File: config.mk
export PLATFORM = sky130hd
export DESIGN_NAME = fcd_dma
export DESIGN_NICKNAME = d
export VERILOG_FILES = /design/src/fcd_pkg.sv /design/src/fcd_dma.sv
export SDC_FILE = /design/constraint.sdc
export NUM_CORES = 2
export LEC_CHECK = 0
export BUFFER_PORTS_ARGS = -buffer_cell sky130_fd_sc_hd__buf_4
export CAP_MARGIN = 15
export CORE_ASPECT_RATIO = 0.7
export CORE_MARGIN = 2
export CORE_UTILIZATION = 65
export DETAILED_ROUTE_END_ITERATION = 6
export PLACE_DENSITY = 0.87
export SYNTH_ARGS = -nofsm -noshare
export SYNTH_HDL_FRONTEND = slang
export SYNTH_SLANG_ARGS = --single-unit
export TNS_END_PERCENT = 100
File: constraint.sdc
create_clock -name sys_clk -period 9.4 [get_ports sys_clk]
set_input_delay 0.47 -clock sys_clk [delete_from_list [all_inputs] [get_ports sys_clk]]
set_output_delay 0.47 -clock sys_clk [all_outputs]
set_load 0.1 [all_outputs]
File: src/fcd_pkg.sv
package fcd_pkg;

    // ****************************************
    // Sizes and encodings
    // ****************************************
    localparam int          NCH          = 4;
    localparam int          AW           = 28;
    localparam int          CW           = 16;
    localparam logic [1:0]  MODE_SINGLE  = 2'h0;
    localparam logic [1:0]  MODE_STEP    = 2'h1;
    localparam logic [1:0]  MODE_BLOCK   = 2'h2;
    localparam logic [1:0]  TGT_IRAM     = 2'h0;
    localparam logic [1:0]  TGT_PERI     = 2'h1;
    localparam logic [1:0]  TGT_EXT      = 2'h2;
    localparam logic [1:0]  SEL_SA       = 2'h0;
    localparam logic [1:0]  SEL_DA       = 2'h1;
    localparam logic [1:0]  SEL_CNT      = 2'h2;
    localparam int          GAP_CYCLES   = 1;
    localparam logic [AW-1:0] ADDR_RST   = 28'h0000000;
    localparam logic [CW-1:0] CNT_RST    = 16'h0000;

    // ****************************************
    // Engine states
    // ****************************************
    typedef enum logic [5:0] {
        ST_IDLE  = 6'b000001,
        ST_READ  = 6'b000010,
        ST_WAITR = 6'b000100,
        ST_GAP   = 6'b001000,
        ST_WRITE = 6'b010000,
        ST_WAITW = 6'b100000
    } fcd_state_t;

endpackage

File: src/fcd_dma.sv
`timescale 1ns/10ps
// Functional notes
// - Halfword 16-bit source to 8-bit destination: one read, two writes.
// - Halfword 8-bit source to 16-bit destination: two reads, one write.
// - Split bytes go low first in little endian, high first big endian.
// - Byte transfer is one read, one write; upper lanes undriven on 16-bit.
// - External bus cycles only for external targets.
// - Fixed priority, channel 0 highest, channel 3 lowest.
// - Block mode keeps its channel until the block ends or an NMI is pending.
// - Single-step yields to higher priority requests between units.
// - Address and count are master/slave pairs; engine uses slave.
// - Terminal count reloads slave from master.
// - Writes hit both stages when the channel is not running.
// - While running writes hit master only, reads return slave.
// - Software start needs trigger 1, enable 1, terminal flag 0.
// - Peripheral start needs request, enable 1, terminal flag 0.
// - NMI clears all enables after current unit and acknowledges NMI on the same clock.
// - Transfer end sets terminal flag and pulses end interrupt.
// - Reading the terminal flag clears it.
// - Two idle clocks between read and write cycles.
// - Halfword transfers force address bit 0 to zero; split byte cycles set it to the byte being moved.
module fcd_dma import fcd_pkg::*; (
    // Clock and reset
    input  wire logic               sys_clk,
    input  wire logic               arst_n,
    // Setting writes and reads
    input  wire logic               set_wr,
    input  wire logic [1:0]         set_sel,
    input  wire logic [1:0]         set_ch,
    input  wire logic [AW-1:0]      set_wdata,
    input  wire logic [1:0]         rd_ch,
    output logic      [AW-1:0]      rd_src_addr,
    output logic      [AW-1:0]      rd_dst_addr,
    output logic      [CW-1:0]      rd_count,
    // Channel control
    input  wire logic [NCH-1:0]     sw_trigger,
    input  wire logic [NCH-1:0]     chan_enable,
    input  wire logic [NCH-1:0]     enable_set,
    input  wire logic [NCH-1:0]     force_terminate,
    input  wire logic [NCH-1:0]     periph_req,
    input  wire logic [NCH*2-1:0]   chan_mode,
    input  wire logic [NCH-1:0]     chan_half,
    input  wire logic [NCH*2-1:0]   src_tgt,
    input  wire logic [NCH*2-1:0]   dst_tgt,
    input  wire logic [NCH-1:0]     src_wide,
    input  wire logic [NCH-1:0]     dst_wide,
    input  wire logic               big_endian,
    input  wire logic [NCH-1:0]     tc_rd,
    input  wire logic               nmi,
    output logic      [NCH-1:0]     enable_st,
    output logic      [NCH-1:0]     term_count_flag,
    output logic      [NCH-1:0]     xfer_end_irq,
    output logic                    nmi_ack,
    // Target bus
    output logic                    bus_req,
    output logic                    bus_wr,
    output logic      [AW-1:0]      bus_addr,
    output logic      [1:0]         bus_tgt,
    output logic                    bus_ext,
    output logic      [1:0]         bus_be,
    output logic      [15:0]        bus_wdata,
    output logic                    bus_hi_oe_n,
    input  wire logic [15:0]        bus_rdata,
    input  wire logic               bus_done
);

    // ****************************************
    // State
    // ****************************************
    typedef struct packed {
        logic [NCH-1:0][AW-1:0] sa_m, sa_s, da_m, da_s;
        logic [NCH-1:0][CW-1:0] cnt_m, cnt_s;
        logic [NCH-1:0]         en, tc, irq, pend, run;
        fcd_state_t             st;
        logic [1:0]             ch;
        logic                   part;
        logic [15:0]            data;
        logic                   nmi_pend, nmi_ack;
        logic                   req, wr, ext, hi_oe_n;
        logic [AW-1:0]          addr;
        logic [1:0]             tgt, be;
        logic [15:0]            wdata;
        logic [AW-1:0]          rsa, rda;
        logic [CW-1:0]          rcnt;
    } fcd_regs_t;

    fcd_regs_t r, n;

    // Highest-priority pending channel
    function automatic logic [2:0] pick(input logic [NCH-1:0] v);
        pick = 3'h4;
        for (int i = NCH - 1; i >= 0; i--) begin
            if (v[i]) begin
                pick = {1'b0, 2'(i)};
            end
        end
    endfunction

    logic [1:0] c;
    logic [2:0] win;
    logic [1:0] md;
    logic       hw, sw_, dw, unit_done, last;

    always_comb begin
        n = r;
        c = r.ch;
        md = chan_mode[c*2 +: 2];
        hw = chan_half[c];
        sw_ = src_wide[c];
        dw = dst_wide[c];
        unit_done = 1'b0;
        last = 1'b0;
        n.irq = '0;
        n.nmi_ack = 1'b0;
        if (nmi) begin
            n.nmi_pend = 1'b1;
        end
        for (int i = 0; i < NCH; i++) begin
            if (enable_set[i]) begin
                n.en[i] = 1'b1;
            end
            if (tc_rd[i]) begin
                n.tc[i] = 1'b0;
            end
            if (chan_enable[i] && !r.tc[i] && r.en[i] && (sw_trigger[i] || periph_req[i])) begin
                n.pend[i] = 1'b1;
            end
            if (set_wr && set_ch == 2'(i)) begin
                if (set_sel == SEL_SA) n.sa_m[i] = set_wdata;
                if (set_sel == SEL_DA) n.da_m[i] = set_wdata;
                if (set_sel == SEL_CNT) n.cnt_m[i] = set_wdata[CW-1:0];
                if (!r.run[i]) begin
                    if (set_sel == SEL_SA) n.sa_s[i] = set_wdata;
                    if (set_sel == SEL_DA) n.da_s[i] = set_wdata;
                    if (set_sel == SEL_CNT) n.cnt_s[i] = set_wdata[CW-1:0];
                end
            end
            if (force_terminate[i] && !(r.st != ST_IDLE && r.ch == 2'(i))) begin
                n.pend[i] = 1'b0;
                n.run[i] = 1'b0;
                n.sa_s[i] = n.sa_m[i];
                n.da_s[i] = n.da_m[i];
                n.cnt_s[i] = n.cnt_m[i];
            end
        end
        win = pick(r.pend & r.en);
        case (r.st)
            ST_IDLE: begin
                if (r.nmi_pend) begin
                    n.en = '0;
                    n.pend = '0;
                    n.nmi_pend = nmi;
                    n.nmi_ack = 1'b1;
                end else if (!win[2]) begin
                    n.ch = win[1:0];
                    n.run[win[1:0]] = 1'b1;
                    n.part = 1'b0;
                    n.st = ST_READ;
                end
            end
            ST_READ: begin
                n.req = 1'b1;
                n.wr = 1'b0;
                n.tgt = src_tgt[c*2 +: 2];
                n.ext = (src_tgt[c*2 +: 2] == TGT_EXT);
                n.addr = hw ? {r.sa_s[c][AW-1:1], 1'b0} : r.sa_s[c];
                if (hw && !sw_) begin
                    n.addr[0] = r.part ^ big_endian;
                    n.be = 2'h1;
                end else begin
                    n.be = (hw) ? 2'h3 : 2'h1;
                end
                n.hi_oe_n = 1'b1;
                n.st = ST_WAITR;
            end
            ST_WAITR: begin
                if (bus_done) begin
                    n.req = 1'b0;
                    n.ext = 1'b0;
                    if (hw && !sw_) begin
                        if (r.part ^ big_endian) n.data[15:8] = bus_rdata[7:0];
                        else n.data[7:0] = bus_rdata[7:0];
                        n.part = ~r.part;
                        n.st = r.part ? ST_GAP : ST_READ;
                    end else begin
                        n.data = bus_rdata;
                        n.part = 1'b0;
                        n.st = ST_GAP;
                    end
                end
            end
            ST_GAP: begin
                n.st = ST_WRITE;
            end
            ST_WRITE: begin
                n.req = 1'b1;
                n.wr = 1'b1;
                n.tgt = dst_tgt[c*2 +: 2];
                n.ext = (dst_tgt[c*2 +: 2] == TGT_EXT);
                n.addr = hw ? {r.da_s[c][AW-1:1], 1'b0} : r.da_s[c];
                if (hw && !dw) begin
                    n.addr[0] = r.part ^ big_endian;
                    n.wdata = {8'h00, (r.part ^ big_endian) ? r.data[15:8] : r.data[7:0]};
                    n.be = 2'h1;
                    n.hi_oe_n = 1'b1;
                end else begin
                    n.wdata = r.data;
                    n.be = hw ? 2'h3 : 2'h1;
                    n.hi_oe_n = !(hw && dw);
                end
                n.st = ST_WAITW;
            end
            ST_WAITW: begin
                if (bus_done) begin
                    n.req = 1'b0;
                    n.ext = 1'b0;
                    n.hi_oe_n = 1'b1;
                    if (hw && !dw && !r.part) begin
                        n.part = 1'b1;
                        n.st = ST_WRITE;
                    end else begin
                        unit_done = 1'b1;
                    end
                end
            end
            default: begin
                n.st = ST_IDLE;
            end
        endcase
        if (unit_done) begin
            last = (r.cnt_s[c] == CNT_RST);
            n.sa_s[c] = r.sa_s[c] + (hw ? 28'h0000002 : 28'h0000001);
            n.da_s[c] = r.da_s[c] + (hw ? 28'h0000002 : 28'h0000001);
            n.cnt_s[c] = r.cnt_s[c] - 16'h0001;
            if (md == MODE_SINGLE) n.pend[c] = 1'b0;
            n.st = (md == MODE_BLOCK && !last && !r.nmi_pend) ? ST_READ : ST_IDLE;
            if (last) begin
                n.sa_s[c] = n.sa_m[c];
                n.da_s[c] = n.da_m[c];
                n.cnt_s[c] = n.cnt_m[c];
                n.run[c] = 1'b0;
                n.pend[c] = 1'b0;
                n.tc[c] = 1'b1;
                n.irq[c] = 1'b1;
            end
        end
        n.rsa = n.sa_s[rd_ch];
        n.rda = n.da_s[rd_ch];
        n.rcnt = n.cnt_s[rd_ch];
    end

    always_ff @(posedge sys_clk or negedge arst_n) begin
        if (!arst_n) begin
            r <= '0;
            r.st <= ST_IDLE;
            r.hi_oe_n <= 1'b1;
        end else begin
            r <= n;
        end
    end

    // ****************************************
    // Outputs
    // ****************************************
    assign rd_src_addr     = r.rsa;
    assign rd_dst_addr     = r.rda;
    assign rd_count        = r.rcnt;
    assign enable_st       = r.en;
    assign term_count_flag = r.tc;
    assign xfer_end_irq    = r.irq;
    assign nmi_ack         = r.nmi_ack;
    assign bus_req         = r.req;
    assign bus_wr          = r.wr;
    assign bus_addr        = r.addr;
    assign bus_tgt         = r.tgt;
    assign bus_ext         = r.ext;
    assign bus_be          = r.be;
    assign bus_wdata       = r.wdata;
    assign bus_hi_oe_n     = r.hi_oe_n;

endmodule

Yosys cells after proc, flatten, opt, wreduce, memory -nomap -nowiden
Cells that the tools add are included.
{"block": "op_classes", "addsub": 3, "mul": 0, "div": 0, "n_lt_le_gt_ge": 5, "n_eq_ne": 31, "shifts": 3, "muxes": 187, "bitwise_logic": 11, "n_reduce_logical": 70}
{"operator": "$mux 28", "count": 55}
{"operator": "$mux 16", "count": 29}
{"operator": "$bwmux 112", "count": 4}
{"operator": "$mux 112", "count": 4}
{"operator": "$bmux 28 s2", "count": 6}
{"operator": "$bwmux 64", "count": 2}
{"operator": "$mux 64", "count": 2}
{"operator": "$bmux 16 s2", "count": 3}
{"operator": "$pmux 32 s2", "count": 1}
{"operator": "$add 28x2->28", "count": 2}
{"operator": "$demux 28 s2", "count": 1}
{"operator": "$mux 1", "count": 37}
{"operator": "$pmux 6 s6", "count": 1}
{"operator": "$mux 17", "count": 2}
{"operator": "$demux 16 s2", "count": 1}
{"operator": "$logic_and 1x1->1", "count": 32}
{"operator": "$mux 8", "count": 4}
{"operator": "$mux 4", "count": 7}
{"operator": "$mux 13", "count": 2}
{"operator": "$shiftx 8x4->2", "count": 3}
{"operator": "$mux 22", "count": 1}
{"operator": "$mux 18", "count": 1}
{"operator": "$mux 6", "count": 3}
{"operator": "$and 4x4->4", "count": 4}
{"operator": "38 further kinds", "count": 103}
{"block": "totals", "ff_bits": 747, "latchBits": 0, "ram_bits": 0, "romBits": 0, "out_inout_bits": 137, "elab_cells": 357, "memories": 0}

Depth between registers and ports, before layout
{"block": "logic_depth", "ltp_word": 19, "depth_mapped": 22, "ltp_nobuf": 12}

Worst setup path after synthesis
Ideal clock, no wire load.
{"block": "synth_path", "kind": "register to register", "from": "reg r, in the netlist c[0]", "to": "reg r, in the netlist rd_dst_addr[18]", "setup_time_ns": 0.120, "arrival_time_ns": 5.171, "setup_slack_ns": 4.109, "stages_incl_launch_ff": 22, "n_path_buf": 10, "synth_period_minus_slack_ns": 5.291, "path_cell_list": "dfrtp_1 > buf_6 > buf_6 > buf_6 > buf_4 > buf_4 > buf_2 > buf_2 > clkbuf_1 > buf_2 > buf_2 > mux4_2 > ha_1 > inv_1 > fa_1 > nand3b_1 > or3_1 > or3_1 > xnor2_1 > a21oi_1 > o211ai_1 > and4_1"}
{"element": "from (decl)", "line": "fcd_dma.sv:87", "source": "fcd_regs_t r, n;"}
{"element": "from (signal assigned)", "line": "fcd_dma.sv:258", "source": "r <= n;"}

==> results.md <==
* Synth Net Count at 4551
* LEAKAGE at 19.97 nW
* Final std cells w/o fill at 5266
* Mean Syn Cell Area at 9.871 um^2
* WP buf/inv at 3
* Setup Viol. Count Final at 0
* Top post-synthesis cells by area: dfrtp_1 43%, mux2i_1 6.6%, mux4_2 5.7%, nand2_1 4.8%, mux2_2 4.7%
* Core area at 0.06652 mm^2
* Period utilization at 65.81%
* First-pass DRT Iterations at 7
* Pre-CTS WS at 3.539 ns
* Routed Antenna Nets at 0
* CTS clk-pin slew, worst paths at 0.06 ns
* DIE HEIGHT at 221.0 um
* I/O pin cnt at 253
* Cell taking the most area after synthesis: dfrtp_1
* Final hold violation count at 0
* WP data arrival at 6.72 ns
* Fin Setup TNS at 0 ns
* Worst VDD drop at 222.9 uV
* WS Path Type: reg2reg
* Initial Utilization at 65.70%
* CP Capture Type: flip-flop
* Distinct cells, synth at 94
* Max Fclk at 161.7 MHz
* Crit path top cell by count: or3_1
* WL final at 170.3 mm
* Failing checks: design-rule violations
* Cts bufs inserted at 74
* Root Buffer: clkbuf_16
* Area of the mapped netlist at 0.04371 mm^2
* Hold path cells at 2
* Fin Clk Skew at 0.03161 ns
* FF-to-FF Start: c[0]$_DFFE_PN0P_
* Core Rows at 79
* Fin nets at 4432
* Design area at 0.04760 mm^2
* Fill count at 4731
* Register area at 0.01870 mm^2
* Placed Area at 0.04503 mm^2
* Final worst slack at 3.214 ns
* Antenna violations before repair at 12
* Multi-input logic area at 0.02222 mm^2
* First-pass GRT wire length at 249.5 mm
* Synth top area share at 42.65%
* # port buffers at 252
* Sink Count at 747
* R2R Setup Slk at 3.21 ns
* Synth Warn # at 0
* Maxcap violations at 0
* Outcome: complete, but fails checks
* Max Transition Viols Final at 0
* Bufs on Longest Clock Path at 3
* Drc violations at 12
* Largest net degree at the start of global routing at 178
* Die width at 313.9 um
* Post-DP HPWL at 104.4 mm
* Tightest Pin Transition at 1.275 ns
* RSZ-0062 raised after global routing: no
* Worst path max stage delay at 0.90 ns
* Min-delay src: tc_rd[0]
* WL per Instance at 32.33 um
* Skew-Pair Late Insertion Delay at 0.66 ns
* Startpoint types: flip-flop
* Gr usage total at 48.14%
* Hold path endpoint: term_count_flag[0]$_DFF_PN0_
* Crit Path Max Fanout at 44
* Crit path cell chain: buf_4, mux4_2, clkinv_1, ha_1, inv_1, fa_1, nand3b_1, or3_1, or3_1, xnor2_1, a21oi_1, o211ai_1, and4_1
* Tot Pwr at 0.01413 W
* Ys flop type: dfrtp_1
* Synth-to-Final Area Change at 8.909%
* Slowest stage cell, crit path: dfrtp_4
* RD Place Congestion at 1.038
* Number of vias per cell at 7.721
* Min Clock Period, post-route at 6.186 ns
* Required @ worst endpoint at 9.93 ns
* Dpl cells at 5122
* Ys async rst share at 100.0%
* Reg-to-reg endpoint: rd_dst_addr[18]$_DFF_PN0_
* Number of global-route vias before repair at 39097
* H-tree Lvls at 3
* Share of cells above drive strength 1 at 19.71%
* Hold Crit Class: in2reg
* Initial DRC Count at 7410
* Sequential area share after synthesis at 42.77%
* EDFF count, synth at 0
* Die area at 0.06937 mm^2
* Synth Register Bits at 747
* CP delay by family, top: simple AND/OR/NAND/NOR gates
* Pwr per Cell Area at 296.8 mW/mm^2
* Global route overflow at 0
* Reg2Reg Depth at 13
* CTS tree: yes
* Detailed-route via count at 40660
* Post-Synthesis Cells at 4428
* Relative slew slack at 15.02%
## where the power goes
part           switching, W  internal, W
Clock               0.00135      0.00181
Combinational       0.00436      0.00204
Sequential         0.000574      0.00399
## metrics by stage
stage | util [%] | hold WS (ns)
floorplan | - | 0.1744
detailed placement | 67.70 | 0.4605
global placement | 67.68 | 0.4526
finish | 71.56 | 0.01513
global route | 71.54 | 0.01290
CTS | 71.51 | 0.0009133
## sequential cells by signal (all words and copies together), names as in the netlist, 4 cells and up
| name | count |
|---|---|
| bus_wdata | 16 |
| rd_count | 16 |
| rd_src_addr | 28 |
| enable_st | 4 |
| rd_dst_addr | 28 |
| bus_addr | 28 |
| xfer_end_irq | 4 |
| term_count_flag | 4 |
| r | 608 |
## worst max-delay path by stage
stage	start	cells after the start	to
after floorplan	c[0]$_DFFE_PN0P_	21	rd_dst_addr[18]$_DFF_PN0_
after global placement	c[0]$_DFFE_PN0P_	13	rd_dst_addr[18]$_DFF_PN0_
after detailed placement	c[0]$_DFFE_PN0P_	13	rd_dst_addr[18]$_DFF_PN0_
after CTS	c[0]$_DFFE_PN0P_	13	rd_dst_addr[18]$_DFF_PN0_
after global routing	c[0]$_DFFE_PN0P_	13	rd_dst_addr[18]$_DFF_PN0_
final	c[0]$_DFFE_PN0P_	13	rd_dst_addr[18]$_DFF_PN0_
## per-layer routing
metal  share of wire (%)  global-route usage [%]  routed length [um]
met3                  20                   25.90               33340
met5               0.054                  0.7576                  92
met1                  34                   61.68               57950
met2                  39                   63.86               66030
met4                 7.5                   28.49               12850
## layout make-up
class                   instances  area share (%)
flip-flops and latches        747           39.29
clock inverters                24          0.6203
repair buffers                351           5.678
diodes                          7         0.03680
well taps                     891           2.342
multi-input cells            3052           46.69
inverters                      83          0.6545
clock buffers                 111           4.689
## repair_timing
action	CTS	global route
hold endpoints to repair	24	0
buffers inserted	0	0
hold buffers	1	0
gates resized for setup	0	0
## synthesized netlist by cell type, types with 15 or more instances
library cell	number
o211ai_1	222
o21bai_1	25
o221ai_1	15
mux2i_1	287
a221o_1	20
nor3_1	68
a221oi_1	69
o22a_1	25
nor2_1	250
o31ai_1	83
nand3_1	42
or2_2	17
mux2_2	184
o22ai_1	91
nand4_1	21
buf_4	143
a211oi_1	72
o21ai_0	279
buf_2	42
a21o_1	63
a21oi_1	120
or3_1	20
xnor2_1	26
mux4_2	111
inv_1	80
nand2_1	561
clkbuf_1	279
buf_1	72
o211a_1	17
xor2_1	27
nor4_1	21
nand2b_1	16
dfrtp_1	745
a22oi_1	66
## kinds of logic after synthesis
logic type	synth area share [%]
XOR/XNOR	1.062
buffers and inverters	6.908
flip-flops	42.77
adder cells (fa/ha/maj)	0.2347
AND/OR/NAND/NOR	11.07
AO/OA/AOI/OAI	20.89
multiplexers	17.06
## cells in the final DEF (no fill, tap or decap), types with 111 or more instances in the layout
| cell | synthesis | final |
|---|---|---|
| dfrtp_1 | 745 | 743 |
| nand2_1 | 561 | 553 |
| buf_4 | 143 | 343 |
| mux2i_1 | 287 | 287 |
| o21ai_0 | 279 | 279 |
| nor2_1 | 250 | 244 |
| o211ai_1 | 222 | 222 |
| mux2_2 | 184 | 184 |
| a21oi_1 | 120 | 113 |
| mux4_2 | 111 | 111 |
No activity file was read; power rests on OpenSTA's default activity.
